--- config.mk ---
export PLATFORM = sky130hd
export DESIGN_NAME = rx_acq_bank
export DESIGN_NICKNAME = d
export VERILOG_FILES = /design/src/shared/rx_acq_pkg.sv /design/src/shared/rx_view_if.sv /design/src/rtl/rx_acq_bank.sv /design/src/rtl/rx_view_mux.sv
export SDC_FILE = /design/constraint.sdc
export NUM_CORES = 1
export LEC_CHECK = 0
export BUFFER_PORTS_ARGS = -buffer_cell sky130_fd_sc_hd__buf_2
export CAP_MARGIN = 20
export CELL_PAD_IN_SITES_DETAIL_PLACEMENT = 1
export CELL_PAD_IN_SITES_GLOBAL_PLACEMENT = 2
export CORE_MARGIN = 2
export CORE_UTILIZATION = 34
export DETAILED_ROUTE_END_ITERATION = 8
export PLACE_DENSITY = 0.79
export SYNTH_ARGS = -nofsm -noshare
export SYNTH_HDL_FRONTEND = slang
export SYNTH_HIERARCHICAL = 1
export SYNTH_SLANG_ARGS = --single-unit
--- constraint.sdc ---
create_clock -name sys_clk -period 3.4 [get_ports sys_clk]
set_input_delay 0.51 -clock sys_clk [delete_from_list [all_inputs] [get_ports sys_clk]]
set_output_delay 0.51 -clock sys_clk [all_outputs]
set_load 0.02 [all_outputs]
--- src/shared/rx_acq_pkg.sv ---
// Purpose: constants shared by the receive acquisition register bank
// Assumes: byte-wide registers at printed byte offsets
// Notes:   offsets are even; the address port carries them directly
package rx_acq_pkg;
    // =========================================================
    // bus geometry
    localparam int ADDR_W = 8;
    localparam int DATA_W = 8;

    // =========================================================
    // register offsets
    localparam logic [7:0] OFF_SNR_ONE    = 8'h4C;
    localparam logic [7:0] OFF_SNR_TWO    = 8'h4E;
    localparam logic [7:0] OFF_DC_THR     = 8'h50;
    localparam logic [7:0] OFF_PRE_LEAD   = 8'h52;
    localparam logic [7:0] OFF_PRE_LAG    = 8'h54;
    localparam logic [7:0] OFF_HDR_LEAD   = 8'h56;
    localparam logic [7:0] OFF_HDR_LAG    = 8'h58;
    localparam logic [7:0] OFF_FA_TARGET  = 8'h5A;
    localparam logic [7:0] OFF_ACQ_TIME   = 8'h5C;
    localparam logic [7:0] OFF_ACQ_THR    = 8'h5E;
    localparam logic [7:0] OFF_LONG_SEED  = 8'h60;
    localparam logic [7:0] OFF_SHORT_SEED = 8'h62;
    localparam logic [7:0] OFF_TEST_BUS   = 8'h64;
    localparam logic [7:0] OFF_QUAL_NA    = 8'h66;
    localparam logic [7:0] OFF_SIG_NB     = 8'h68;
    localparam logic [7:0] OFF_SVC_IOFF   = 8'h6A;
    localparam logic [7:0] OFF_LENL_QOFF  = 8'h6C;
    localparam logic [7:0] OFF_LENH_MP    = 8'h6E;
    localparam logic [7:0] OFF_CRCL_MPC   = 8'h70;

    // first offset and count of the writable block
    localparam logic [7:0] OFF_RW_BASE    = 8'h4C;
    localparam int         RW_COUNT       = 12;

    // =========================================================
    // field positions
    localparam int SNR_ONE_W    = 4;
    localparam int SNR_TWO_W    = 5;
    localparam int DC_THR_W     = 6;
    localparam int COEFF_W      = 6;
    localparam int QUAL_THR_W   = 6;
    localparam int SEED_W       = 7;
    localparam int BIT_LONG_DIS = 7;
    localparam int BIT_DIV_RSSI = 6;
    localparam int BIT_FAR_DIS  = 7;
    localparam int BIT_ED_GATE  = 6;
    localparam int BIT_VIEW_SEL = 7;

    // reset value of every writable register
    localparam logic [7:0] RW_RESET = 8'h00;
    localparam logic [7:0] READ_ZERO = 8'h00;
    // false alarm rate step: rate = n * 32 / 2^16
    localparam int FAR_SHIFT = 5;
endpackage

--- src/shared/rx_view_if.sv ---
// Purpose: carries the two read-only views into the view mux
// Assumes: all fields on sys_clk
// Notes:   header view (b) and diagnostic view (a)
interface rx_view_if;
    logic [7:0] hdr [6];
    logic [7:0] diag [6];
    logic       diag_sel;
    logic [7:0] shown [6];
    modport mux  (input hdr, input diag, input diag_sel, output shown);
    modport bank (output hdr, output diag, output diag_sel, input shown);
endinterface

--- src/rtl/rx_acq_bank.sv ---
// Purpose: receive acquisition configuration and status register bank
// Assumes: plain strobe port; read data one cycle after the read strobe
// Notes:   status inputs come from receive logic on sys_clk
module rx_acq_bank
    import rx_acq_pkg::*;
(
    input  wire logic                    sys_clk,
    input  wire logic                    reset_n,
    // register port
    input  wire logic [ADDR_W-1:0]       reg_addr,
    input  wire logic [DATA_W-1:0]       reg_wdata,
    input  wire logic                    reg_wr,
    input  wire logic                    reg_rd,
    output logic      [DATA_W-1:0]       reg_rdata,
    // receive status
    input  wire logic [7:0]              test_bus,
    input  wire logic [7:0]              carrier_quality,
    input  wire logic [7:0]              rx_signal_field,
    input  wire logic [7:0]              rx_service_field,
    input  wire logic [15:0]             rx_length_field,
    input  wire logic [7:0]              rx_header_crc_low,
    input  wire logic [7:0]              noise_floor_first_antenna,
    input  wire logic [7:0]              noise_floor_second_antenna,
    input  wire logic [7:0]              dc_offset_i,
    input  wire logic [7:0]              dc_offset_q,
    input  wire logic [7:0]              multipath_metric,
    input  wire logic [7:0]              multipath_count,
    // decision inputs
    input  wire logic [7:0]              rssi,
    input  wire logic [7:0]              noise_floor,
    input  wire logic                    tone_detected,
    input  wire logic                    delay_spread_low,
    input  wire logic [7:0]              tone_rssi_limit,
    input  wire logic                    energy_detect,
    input  wire logic                    primary_quality_pass,
    input  wire logic                    seed_select,
    input  wire logic [5:0]              adapted_quality_thr,
    // configuration to the receive path
    output logic                         dc_offset_enable,
    output logic                         use_default_weights,
    output logic [COEFF_W-1:0]           preamble_lead,
    output logic [COEFF_W-1:0]           preamble_lag,
    output logic [COEFF_W-1:0]           header_lead,
    output logic [COEFF_W-1:0]           header_lag,
    output logic [7:0]                   false_alarm_target,
    output logic [23:0]                  false_alarm_rate,
    output logic                         all_short_preamble,
    output logic                         diversity_use_rssi,
    output logic [QUAL_THR_W-1:0]        verify_quality_thr,
    output logic [QUAL_THR_W-1:0]        primary_quality_thr,
    output logic [QUAL_THR_W-1:0]        initial_quality_thr,
    output logic                         far_adjust_enable,
    output logic                         acquisition_gate,
    output logic [SEED_W-1:0]            scrambler_seed
);
    // =========================================================
    // writable registers
    logic [7:0]          rw_q [RW_COUNT];
    logic [RW_COUNT-1:0] wr_sel;

    // =========================================================
    // elaboration checks
    // the decode chains name every offset, so the map cannot stretch
    if (RW_COUNT != 12) begin : g_bad_rw_count
        $error("writable register count must be twelve");
    end
    if (DATA_W != 8 || ADDR_W != 8) begin : g_bad_bus
        $error("register port must be eight bits wide");
    end
    if (SEED_W >= DATA_W) begin : g_bad_seed
        $error("seed field must leave room for the view bit");
    end
    if (BIT_VIEW_SEL != DATA_W - 1) begin : g_bad_view_bit
        $error("view select must be the top bit of its register");
    end
    if (QUAL_THR_W > BIT_ED_GATE) begin : g_bad_thr
        $error("threshold field overlaps the control bits");
    end
    if (SNR_TWO_W > DATA_W || DC_THR_W > DATA_W) begin : g_bad_field
        $error("threshold field wider than its register");
    end

    // =========================================================
    // write decode; read-only, odd and unmapped offsets select nothing
    always_comb begin
        wr_sel = '0;
        if (!reg_wr) begin
            wr_sel = '0;
        end else if (reg_addr == OFF_SNR_ONE) begin
            wr_sel[0] = 1'b1;
        end else if (reg_addr == OFF_SNR_TWO) begin
            wr_sel[1] = 1'b1;
        end else if (reg_addr == OFF_DC_THR) begin
            wr_sel[2] = 1'b1;
        end else if (reg_addr == OFF_PRE_LEAD) begin
            wr_sel[3] = 1'b1;
        end else if (reg_addr == OFF_PRE_LAG) begin
            wr_sel[4] = 1'b1;
        end else if (reg_addr == OFF_HDR_LEAD) begin
            wr_sel[5] = 1'b1;
        end else if (reg_addr == OFF_HDR_LAG) begin
            wr_sel[6] = 1'b1;
        end else if (reg_addr == OFF_FA_TARGET) begin
            wr_sel[7] = 1'b1;
        end else if (reg_addr == OFF_ACQ_TIME) begin
            wr_sel[8] = 1'b1;
        end else if (reg_addr == OFF_ACQ_THR) begin
            wr_sel[9] = 1'b1;
        end else if (reg_addr == OFF_LONG_SEED) begin
            wr_sel[10] = 1'b1;
        end else if (reg_addr == OFF_SHORT_SEED) begin
            wr_sel[11] = 1'b1;
        end
    end

    for (genvar i = 0; i < RW_COUNT; i++) begin : g_rw
        always_ff @(posedge sys_clk or negedge reset_n) begin
            if (!reset_n) begin
                rw_q[i] <= RW_RESET;
            end else if (wr_sel[i]) begin
                rw_q[i] <= reg_wdata;
            end
        end
    end

    // named views of the writable bytes
    logic [7:0] snr_threshold_one_q;
    logic [7:0] snr_threshold_two_q;
    logic [7:0] dc_offset_threshold_q;
    logic [7:0] acquisition_timeline_q;
    logic [7:0] acquisition_thresholds_q;
    logic [7:0] long_preamble_seed_q;
    logic [7:0] short_seed_and_view_select_q;
    assign snr_threshold_one_q          = rw_q[0];
    assign snr_threshold_two_q          = rw_q[1];
    assign dc_offset_threshold_q        = rw_q[2];
    assign acquisition_timeline_q       = rw_q[8];
    assign acquisition_thresholds_q     = rw_q[9];
    assign long_preamble_seed_q         = rw_q[10];
    assign short_seed_and_view_select_q = rw_q[11];

    // =========================================================
    // configuration outputs
    // preamble and header coefficients, false alarm, timeline and threshold fields
    assign preamble_lead = rw_q[3][COEFF_W-1:0];
    assign preamble_lag  = rw_q[4][COEFF_W-1:0];
    assign header_lead   = rw_q[5][COEFF_W-1:0];
    assign header_lag    = rw_q[6][COEFF_W-1:0];
    assign false_alarm_target = rw_q[7];
    assign false_alarm_rate   = {11'h000, rw_q[7], 5'h00};
    assign all_short_preamble = acquisition_timeline_q[BIT_LONG_DIS];
    assign diversity_use_rssi = acquisition_timeline_q[BIT_DIV_RSSI];
    assign verify_quality_thr = acquisition_timeline_q[QUAL_THR_W-1:0];
    assign initial_quality_thr = acquisition_thresholds_q[QUAL_THR_W-1:0];
    assign far_adjust_enable = !acquisition_thresholds_q[BIT_FAR_DIS];
    // outputs mixing live inputs are registered: one cycle late, glitch free
    always_ff @(posedge sys_clk or negedge reset_n) begin
        if (!reset_n) begin
            primary_quality_thr <= QUAL_THR_W'(RW_RESET);
        end else if (far_adjust_enable) begin
            primary_quality_thr <= adapted_quality_thr;
        end else begin
            primary_quality_thr <= initial_quality_thr;
        end
    end
    always_ff @(posedge sys_clk or negedge reset_n) begin
        if (!reset_n) begin
            acquisition_gate <= 1'b0;
        end else if (acquisition_thresholds_q[BIT_ED_GATE]) begin
            acquisition_gate <= energy_detect && primary_quality_pass;
        end else begin
            acquisition_gate <= primary_quality_pass;
        end
    end
    // seed choice
    // select comes from logic on sys_clk, so it needs no synchroniser
    always_ff @(posedge sys_clk or negedge reset_n) begin
        if (!reset_n) begin
            scrambler_seed <= SEED_W'(RW_RESET);
        end else if (seed_select) begin
            scrambler_seed <= short_seed_and_view_select_q[SEED_W-1:0];
        end else begin
            scrambler_seed <= long_preamble_seed_q[SEED_W-1:0];
        end
    end

    // =========================================================
    // strength comparisons; nine bits avoid wrap on the sums
    logic [8:0] dc_limit;
    logic [8:0] snr_one_limit;
    logic [8:0] snr_two_limit;
    logic [8:0] tone_limit;
    assign dc_limit = {1'b0, noise_floor}
        + 9'(dc_offset_threshold_q[DC_THR_W-1:0]);
    assign snr_one_limit = {1'b0, noise_floor}
        + 9'(snr_threshold_one_q[SNR_ONE_W-1:0]);
    assign snr_two_limit = {1'b0, noise_floor}
        + 9'(snr_threshold_two_q[SNR_TWO_W-1:0]);
    assign tone_limit = {1'b0, noise_floor} + {1'b0, tone_rssi_limit};

    always_ff @(posedge sys_clk or negedge reset_n) begin
        if (!reset_n) begin
            dc_offset_enable <= 1'b0;
        end else begin
            dc_offset_enable <= {1'b0, rssi} > dc_limit;
        end
    end

    always_ff @(posedge sys_clk or negedge reset_n) begin
        if (!reset_n) begin
            use_default_weights <= 1'b1;
        end else begin
            use_default_weights <=
                (tone_detected && {1'b0, rssi} < tone_limit)
                || (!tone_detected && {1'b0, rssi} < snr_one_limit)
                || (!tone_detected && delay_spread_low
                    && {1'b0, rssi} < snr_two_limit);
        end
    end

    // =========================================================
    // read-only views
    rx_view_if views ();
    assign views.diag_sel = short_seed_and_view_select_q[BIT_VIEW_SEL];
    assign views.hdr[0]  = carrier_quality;
    assign views.diag[0] = noise_floor_first_antenna;
    assign views.hdr[1]  = rx_signal_field;
    assign views.diag[1] = noise_floor_second_antenna;
    assign views.hdr[2]  = rx_service_field;
    assign views.diag[2] = dc_offset_i;
    assign views.hdr[3]  = rx_length_field[7:0];
    assign views.diag[3] = dc_offset_q;
    assign views.hdr[4]  = rx_length_field[15:8];
    assign views.diag[4] = multipath_metric;
    assign views.hdr[5]  = rx_header_crc_low;
    assign views.diag[5] = multipath_count;

    rx_view_mux u_view_mux (
        .sys_clk (sys_clk),
        .reset_n (reset_n),
        .views   (views)
    );

    // =========================================================
    // read port; views are one cycle old, ample for slow status
    logic [7:0] rdata_d;
    always_comb begin
        rdata_d = READ_ZERO;
        // writable bytes first, then the read-only block
        if (reg_addr == OFF_SNR_ONE) begin
            rdata_d = rw_q[0];
        end else if (reg_addr == OFF_SNR_TWO) begin
            rdata_d = rw_q[1];
        end else if (reg_addr == OFF_DC_THR) begin
            rdata_d = rw_q[2];
        end else if (reg_addr == OFF_PRE_LEAD) begin
            rdata_d = rw_q[3];
        end else if (reg_addr == OFF_PRE_LAG) begin
            rdata_d = rw_q[4];
        end else if (reg_addr == OFF_HDR_LEAD) begin
            rdata_d = rw_q[5];
        end else if (reg_addr == OFF_HDR_LAG) begin
            rdata_d = rw_q[6];
        end else if (reg_addr == OFF_FA_TARGET) begin
            rdata_d = rw_q[7];
        end else if (reg_addr == OFF_ACQ_TIME) begin
            rdata_d = rw_q[8];
        end else if (reg_addr == OFF_ACQ_THR) begin
            rdata_d = rw_q[9];
        end else if (reg_addr == OFF_LONG_SEED) begin
            rdata_d = rw_q[10];
        end else if (reg_addr == OFF_SHORT_SEED) begin
            rdata_d = rw_q[11];
        end else if (reg_addr == OFF_TEST_BUS) begin
            rdata_d = test_bus;
        end else if (reg_addr == OFF_QUAL_NA) begin
            rdata_d = views.shown[0];
        end else if (reg_addr == OFF_SIG_NB) begin
            rdata_d = views.shown[1];
        end else if (reg_addr == OFF_SVC_IOFF) begin
            rdata_d = views.shown[2];
        end else if (reg_addr == OFF_LENL_QOFF) begin
            rdata_d = views.shown[3];
        end else if (reg_addr == OFF_LENH_MP) begin
            rdata_d = views.shown[4];
        end else if (reg_addr == OFF_CRCL_MPC) begin
            rdata_d = views.shown[5];
        end
    end

    always_ff @(posedge sys_clk or negedge reset_n) begin
        if (!reset_n) begin
            reg_rdata <= READ_ZERO;
        end else if (reg_rd) begin
            reg_rdata <= rdata_d;
        end else begin
            reg_rdata <= READ_ZERO;
        end
    end
endmodule

--- src/rtl/rx_view_mux.sv ---
// Purpose: registered selection between header and diagnostic views
// Assumes: one clock, asynchronous active-low reset
// Notes:   one cycle of latency on every view register
module rx_view_mux
    import rx_acq_pkg::*;
(
    input  wire logic sys_clk,
    input  wire logic reset_n,
    rx_view_if.mux    views
);
    // =========================================================
    // per-register view selection
    for (genvar i = 0; i < 6; i++) begin : g_view
        always_ff @(posedge sys_clk or negedge reset_n) begin
            if (!reset_n) begin
                views.shown[i] <= READ_ZERO;
            end else if (views.diag_sel) begin
                views.shown[i] <= views.diag[i];
            end else begin
                views.shown[i] <= views.hdr[i];
            end
        end
    end
endmodule

# ---- Yosys cells after proc, flatten, opt, wreduce, memory -nomap -nowiden
# Index checks and enable logic that the tools add are counted.
dict set report classes {
  n_mux 53
  reduce_logical 9
  order_cmp 4
  eq_ne 19
  n_addsub 4
}
# cell n
set op_table {}
lappend op_table {{2-to-1 mux 8 bit} 27}
lappend op_table {{== test 8 x 7 -> 1 bit (second input constant)} 19}
lappend op_table {{less-than comparator 8 x 9 -> 1 bit} 3}
lappend op_table {{2-to-1 mux 1 bit} 14}
lappend op_table {{2-to-1 mux 7 bit} 2}
lappend op_table {{2-to-1 mux 12 bit} 1}
lappend op_table {{2-to-1 mux 6 bit} 2}
lappend op_table {{2-to-1 mux 11 bit} 1}
lappend op_table {{2-to-1 mux 10 bit} 1}
lappend op_table {{adder 8 x 4 -> 9 bit} 1}
lappend op_table {{adder 8 x 5 -> 9 bit} 1}
lappend op_table {{adder 8 x 6 -> 9 bit} 1}
lappend op_table {{adder 8 x 8 -> 9 bit} 1}
lappend op_table {{greater-than comparator 8 x 9 -> 1 bit} 1}
lappend op_table {{2-to-1 mux 9 bit} 1}
lappend op_table {{logical AND 1 bit} 5}
lappend op_table {{2-to-1 mux 5 bit} 1}
lappend op_table {{2-to-1 mux 4 bit} 1}
lappend op_table {{2-to-1 mux 3 bit} 1}
lappend op_table {{logical NOT 1 bit} 2}
lappend op_table {{logical OR 1 bit} 2}
lappend op_table {{2-to-1 mux 2 bit} 1}
dict set report word_totals {
  register_bits 168
  wordCells 113
  output_inout_bits 95
  in_bits 159
}

# ---- Depth between registers and ports, before layout
dict set report logic_depth {
  ltp_word 21
  mapped_depth 13
  mapped_depth_nobuf 13
}

# ---- Modules after synthesis
# Netlist, hierarchy kept.
# mod cells_each n_inst area_per_inst_um2
set by_module_without_submodules {}
lappend by_module_without_submodules {rx_acq_bank 862 1 8604.5}
lappend by_module_without_submodules {rx_view_mux 101 1 1860.5}

# ---- Worst setup path after synthesis
# Ideal clock, no wire load.
dict set report synth_path {
  path_kind {input to register}
  startpoint {in noise_floor[0]}
  endpoint {reg use_default_weights}
  slack_ns 0.508
  t_arrival_ns 2.810
  stages 11
  required_time_ns 3.318
  setup_time_ns 0.082
  path_buffers 0
  path_cell_list {ha_1 > fa_1 > a21o_1 > a21oi_1 > xnor2_1 > ha_1 > a21o_1 > a2111oi_0 > o21ai_0 > and4b_1 > a22oi_1}
}
dict set report synth_between {
  elab_chain_cells 5
  elab_cells_between_ends 11
  classes_between {add/sub: 3; order compare: 3; reduce/logical: 5}
}
# item line_no
set synth_rtl {}
lappend synth_rtl {{start: declaration} rx_acq_bank.sv:30} ;# input wire logic [7:0] noise_floor,
lappend synth_rtl {{adder 8 x 8 -> 9 bit / adder 8 x 4 -> 9 bit (equally long branches)} {rx_acq_bank.sv:199, rx_acq_bank.sv:196}}
lappend synth_rtl {{less-than comparator 8 x 9 -> 1 bit (on tied branches)} {rx_acq_bank.sv:214, rx_acq_bank.sv:215}}
lappend synth_rtl {{logical AND 1 bit (on tied branches)} {rx_acq_bank.sv:214, rx_acq_bank.sv:215}}
lappend synth_rtl {{logical OR 1 bit} rx_acq_bank.sv:215} ;# || (!tone_detected && {1'b0, rssi} < snr_one_limit)
lappend synth_rtl {{logical OR 1 bit *} rx_acq_bank.sv:216} ;# || (!tone_detected && delay_spread_low
lappend synth_rtl {{end signal: assignment} rx_acq_bank.sv:213} ;# use_default_weights <=
lappend synth_rtl {{end: declaration} rx_acq_bank.sv:40} ;# output logic use_default_weights,
# Mark *: on every way between the ends. The rest lies on a longest branch, timed or not.
# A chain may end at the register's enable or synchronous reset.

# ---- Worst setup path after layout
# Ends and elaborated chain as after synthesis.

==> run summary <==
outcome: finished clean
I/O Buffers: 237
Setup Skew: 6.882 ps
ys async rst share: 1.000
Die Height: 179.4 um
critical-path cell list: buf_2, ha_1, fa_1, a21o_1, a21oi_1, xnor2_1, ha_1, a21o_1, a2111oi_0, o21ai_0, and4b_1, a22oi_1
largest net degree at the start of global routing: 86
post-cts resize count: 0
Internal: 3.772 mW
Post-synth EDFFs: 0
critical-path maximum fanout: 4
# rows: 64
Critical Path Source Type: input port
max_slew headroom: 0.4514
Longest Clk Path Bufs: 2
Lkg Pwr: 6.132 nW
fraction of layout cells with a size suffix above 1: 0.4143
ys flop type: dfrtp_1
PD cells: 421.8 nW/um2
clock share of power: 0.411
routed vias: 8206
latest clock arrival within the worst-skew pair: 430 ps
commonest non-fill, non-tap cell in the layout: buf_2
Clock Sinks: 168
Worst Path Required: 3750 ps
Syn-to-layout area delta: 18.21%
crit end category: flop
# Post-CTS Setup Buffers: 0
critical path's largest stage delay: 420 ps
Netlist Area Pre-Place: 10470 um2
post-route minimum period: 2936 ps
Slew @ Worst Pin: 819.8 ps
Final Wtd Congestion: 0.9123
DR iter-0 viols: 481
Post-Route WL: 34200 um
Yosys Warn Count: 6
Final nets: 1363
Yosys cell types: 77
number of global-route vias before repair: 8789
GRT Total Usage: 0.2133
register share of total power: 0.416
Final ANT Viol Nets: 0
Synth area leader: dfrtp_1
final worst path period share: 0.8636
top-area cell type share of the netlist area: 0.3993
commonest non-fill, non-tap cells in the layout: buf_2 (236), dfrtp_1 (166), mux2_2 (139), nand2_1 (58), ha_1 (52)
Die ar.: 32200 um2
switching part of the total: 0.2771
Synth Register Bits: 168
Tot Pwr: 5.218 mW
fmax: 340.6 MHz
top cells by area, synth: dfrtp_1 (40%), mux2_2 (15%), ha_1 (6.2%)
crit path DAT: 3290 ps
CTS hold repair buffers: 0
Min-Delay Path Class: in -> async
Core Area: 30430 um2
clock slew at reported path FFs: 70 ps
Root Driver: clkbuf_16
IO Pins: 254
global-route wire length before repair: 52970 um
DP Wirelength: 27060 um
# Max-Cap Violations: 0
drt first pass iters: 5
Syn Inst Count: 963
Chip Width: 179.4 um
Starting Density: 0.3439
final total negative setup slack: 0 ps
# H-tree levels: 4
fin. max-slew vios: 0
slowest stage cell on the critical path: fa_1
post-DR vias/cell: 5.267
average routed wire per standard cell: 21.95 um
Hold Fails Final Rpt: 0
Final Setup Violations: 0
Seq/Total Area, Yosys: 0.4018
grt total ovfl: 0
combinational power share: 0.173
# DRC: 0
CTS tree: done
RSZ-0062 raised after global routing: false
NetSw: 1.446 mW
worst setup path class: in -> reg
Peak VDD IR: 0.0003425 V
CTS buffer count: 17
fillcell total: 3433
initial antenna violation count: 1
Avg Inst Size Synth: 10.87 um2
## final timing paths
check                                          from                               to  slack [ps]  depth (start not counted)
setup / recovery                     noise_floor[0]              use_default_weights         460                         12
setup reg to reg           dc_offset_threshold_q[0]                 dc_offset_enable         540                         13
hold reg to reg             long_preamble_seed_q[7]          long_preamble_seed_q[7]         510                          1
min in group sys_clk             rx_length_field[1]       u_view_mux/views.shown[17]         300                          2
hold / removal                              reset_n         dc_offset_threshold_q[2]          40                          1
max in group asynchronous                   reset_n  short_seed_and_view_select_q[7]        2500                          2
## power by group through the flow
| stage | sequential [mW] | combinational (mW) | clock (mW) |
|---|---|---|---|
| after global routing | 2.18 | 1.01 | 2.26 |
| after global placement | 2.20 | 0.885 | 0 |
| after floorplan | 2.19 | 0.587 | 0 |
| after CTS | 2.17 | 0.917 | 2.18 |
| after detailed placement | 2.21 | 0.910 | 0 |
| final | 2.17 | 0.905 | 2.14 |
## cells in the mapped netlist (all sizes together) (5+ instances only)
master / n
a211oi: 6
a21o: 18
a21oi: 38
a31oi: 9
a32oi: 6
buf: 98
clkbuf: 22
dfrtp: 167
ha: 52
inv: 16
mux2: 159
mux2i: 16
nand2: 59
nand2b: 18
nand3: 30
nor2: 35
nor2b: 10
nor3: 15
o211ai: 7
o21a: 5
o21ai: 46
o221ai: 7
o22ai: 15
xnor2: 13
xor2: 10
## critical path, delay by kind of cell
family	cells	cell delay (ps)
buffers and inverters	1	130
AOI/OAI and AO/OA	6	1360
adders and majority gates	3	910
and+or+nand+nor	1	220
xor gates and xnor gates	1	160
## area by class of cell
cell class | count | area (um2) | share of cell area
Multi-Input combinational cell | 674 | 5502 | 0.4447
Sequential cell | 168 | 4207 | 0.3400
Timing Repair Buffer | 271 | 1460 | 0.1180
Tap cell | 396 | 495.5 | 0.04005
Clock buffer | 20 | 456.7 | 0.03692
Clock inverter | 12 | 187.7 | 0.01517
Inverter | 16 | 60.06 | 0.004855
Antenna cell | 1 | 2.502 | 0.0002023
## state kept, by name, summed over array words and instances, names as in the netlist, 6 cells and up
| signal | count |
|---|---|
| header_lag | 6 |
| rw_q | 8 |
| preamble_lag | 6 |
| reg_rdata | 8 |
| preamble_lead | 6 |
| acquisition_thresholds_q | 8 |
| long_preamble_seed_q | 8 |
| dc_offset_threshold_q | 8 |
| scrambler_seed | 7 |
| u_view_mux/views.shown | 48 |
| primary_quality_thr | 6 |
| short_seed_and_view_select_q | 8 |
| header_lead | 6 |
| snr_threshold_one_q | 8 |
| acquisition_timeline_q | 8 |
| snr_threshold_two_q | 8 |
| false_alarm_target | 8 |
## cells by family (layout without fill, tap and decap cells)
kind of cell | after synthesis | in the layout | synth area share
AO/OA/AOI/OAI | 204 | 204 | 0.1319
AND/OR/NAND/NOR | 200 | 200 | 0.1040
buffers and inverters | 136 | 319 | 0.07927
adder cells (fa/ha/maj) | 56 | 56 | 0.06982
multiplexers | 175 | 175 | 0.1936
XOR/XNOR | 23 | 23 | 0.01925
flip-flops | 168 | 168 | 0.4018
other | 1 | 17 | 0.0003583
## metal layers
layer | track usage | vias up | share of wire | wire length, um
met5 | 0 | - | 0.00032 | 11
met4 | 0.04780 | 2 | 0.015 | 512
met3 | 0.03910 | 32 | 0.056 | 1898
met2 | 0.3664 | 289 | 0.49 | 16670
met1 | 0.2795 | 4067 | 0.44 | 15100
li1 | - | 3816 | - | -
## metrics by stage
stage	worst slack [ps]	std cells	hold slack [ps]	util	cell area, um2
2_1_floorplan	507.9	978	214.4	-	10520
3_3_place_gp	201.3	1525	483.7	0.3853	11720
3_5_place_dp	6.781	1525	493.5	0.3853	11720
4_1_cts	460.6	1557	46.61	0.4065	12370
5_1_grt	145.2	1557	65.06	0.4065	12370
6_report	463.8	1558	42.75	0.4065	12370
Note: power is estimated with default switching activity, not from simulation.
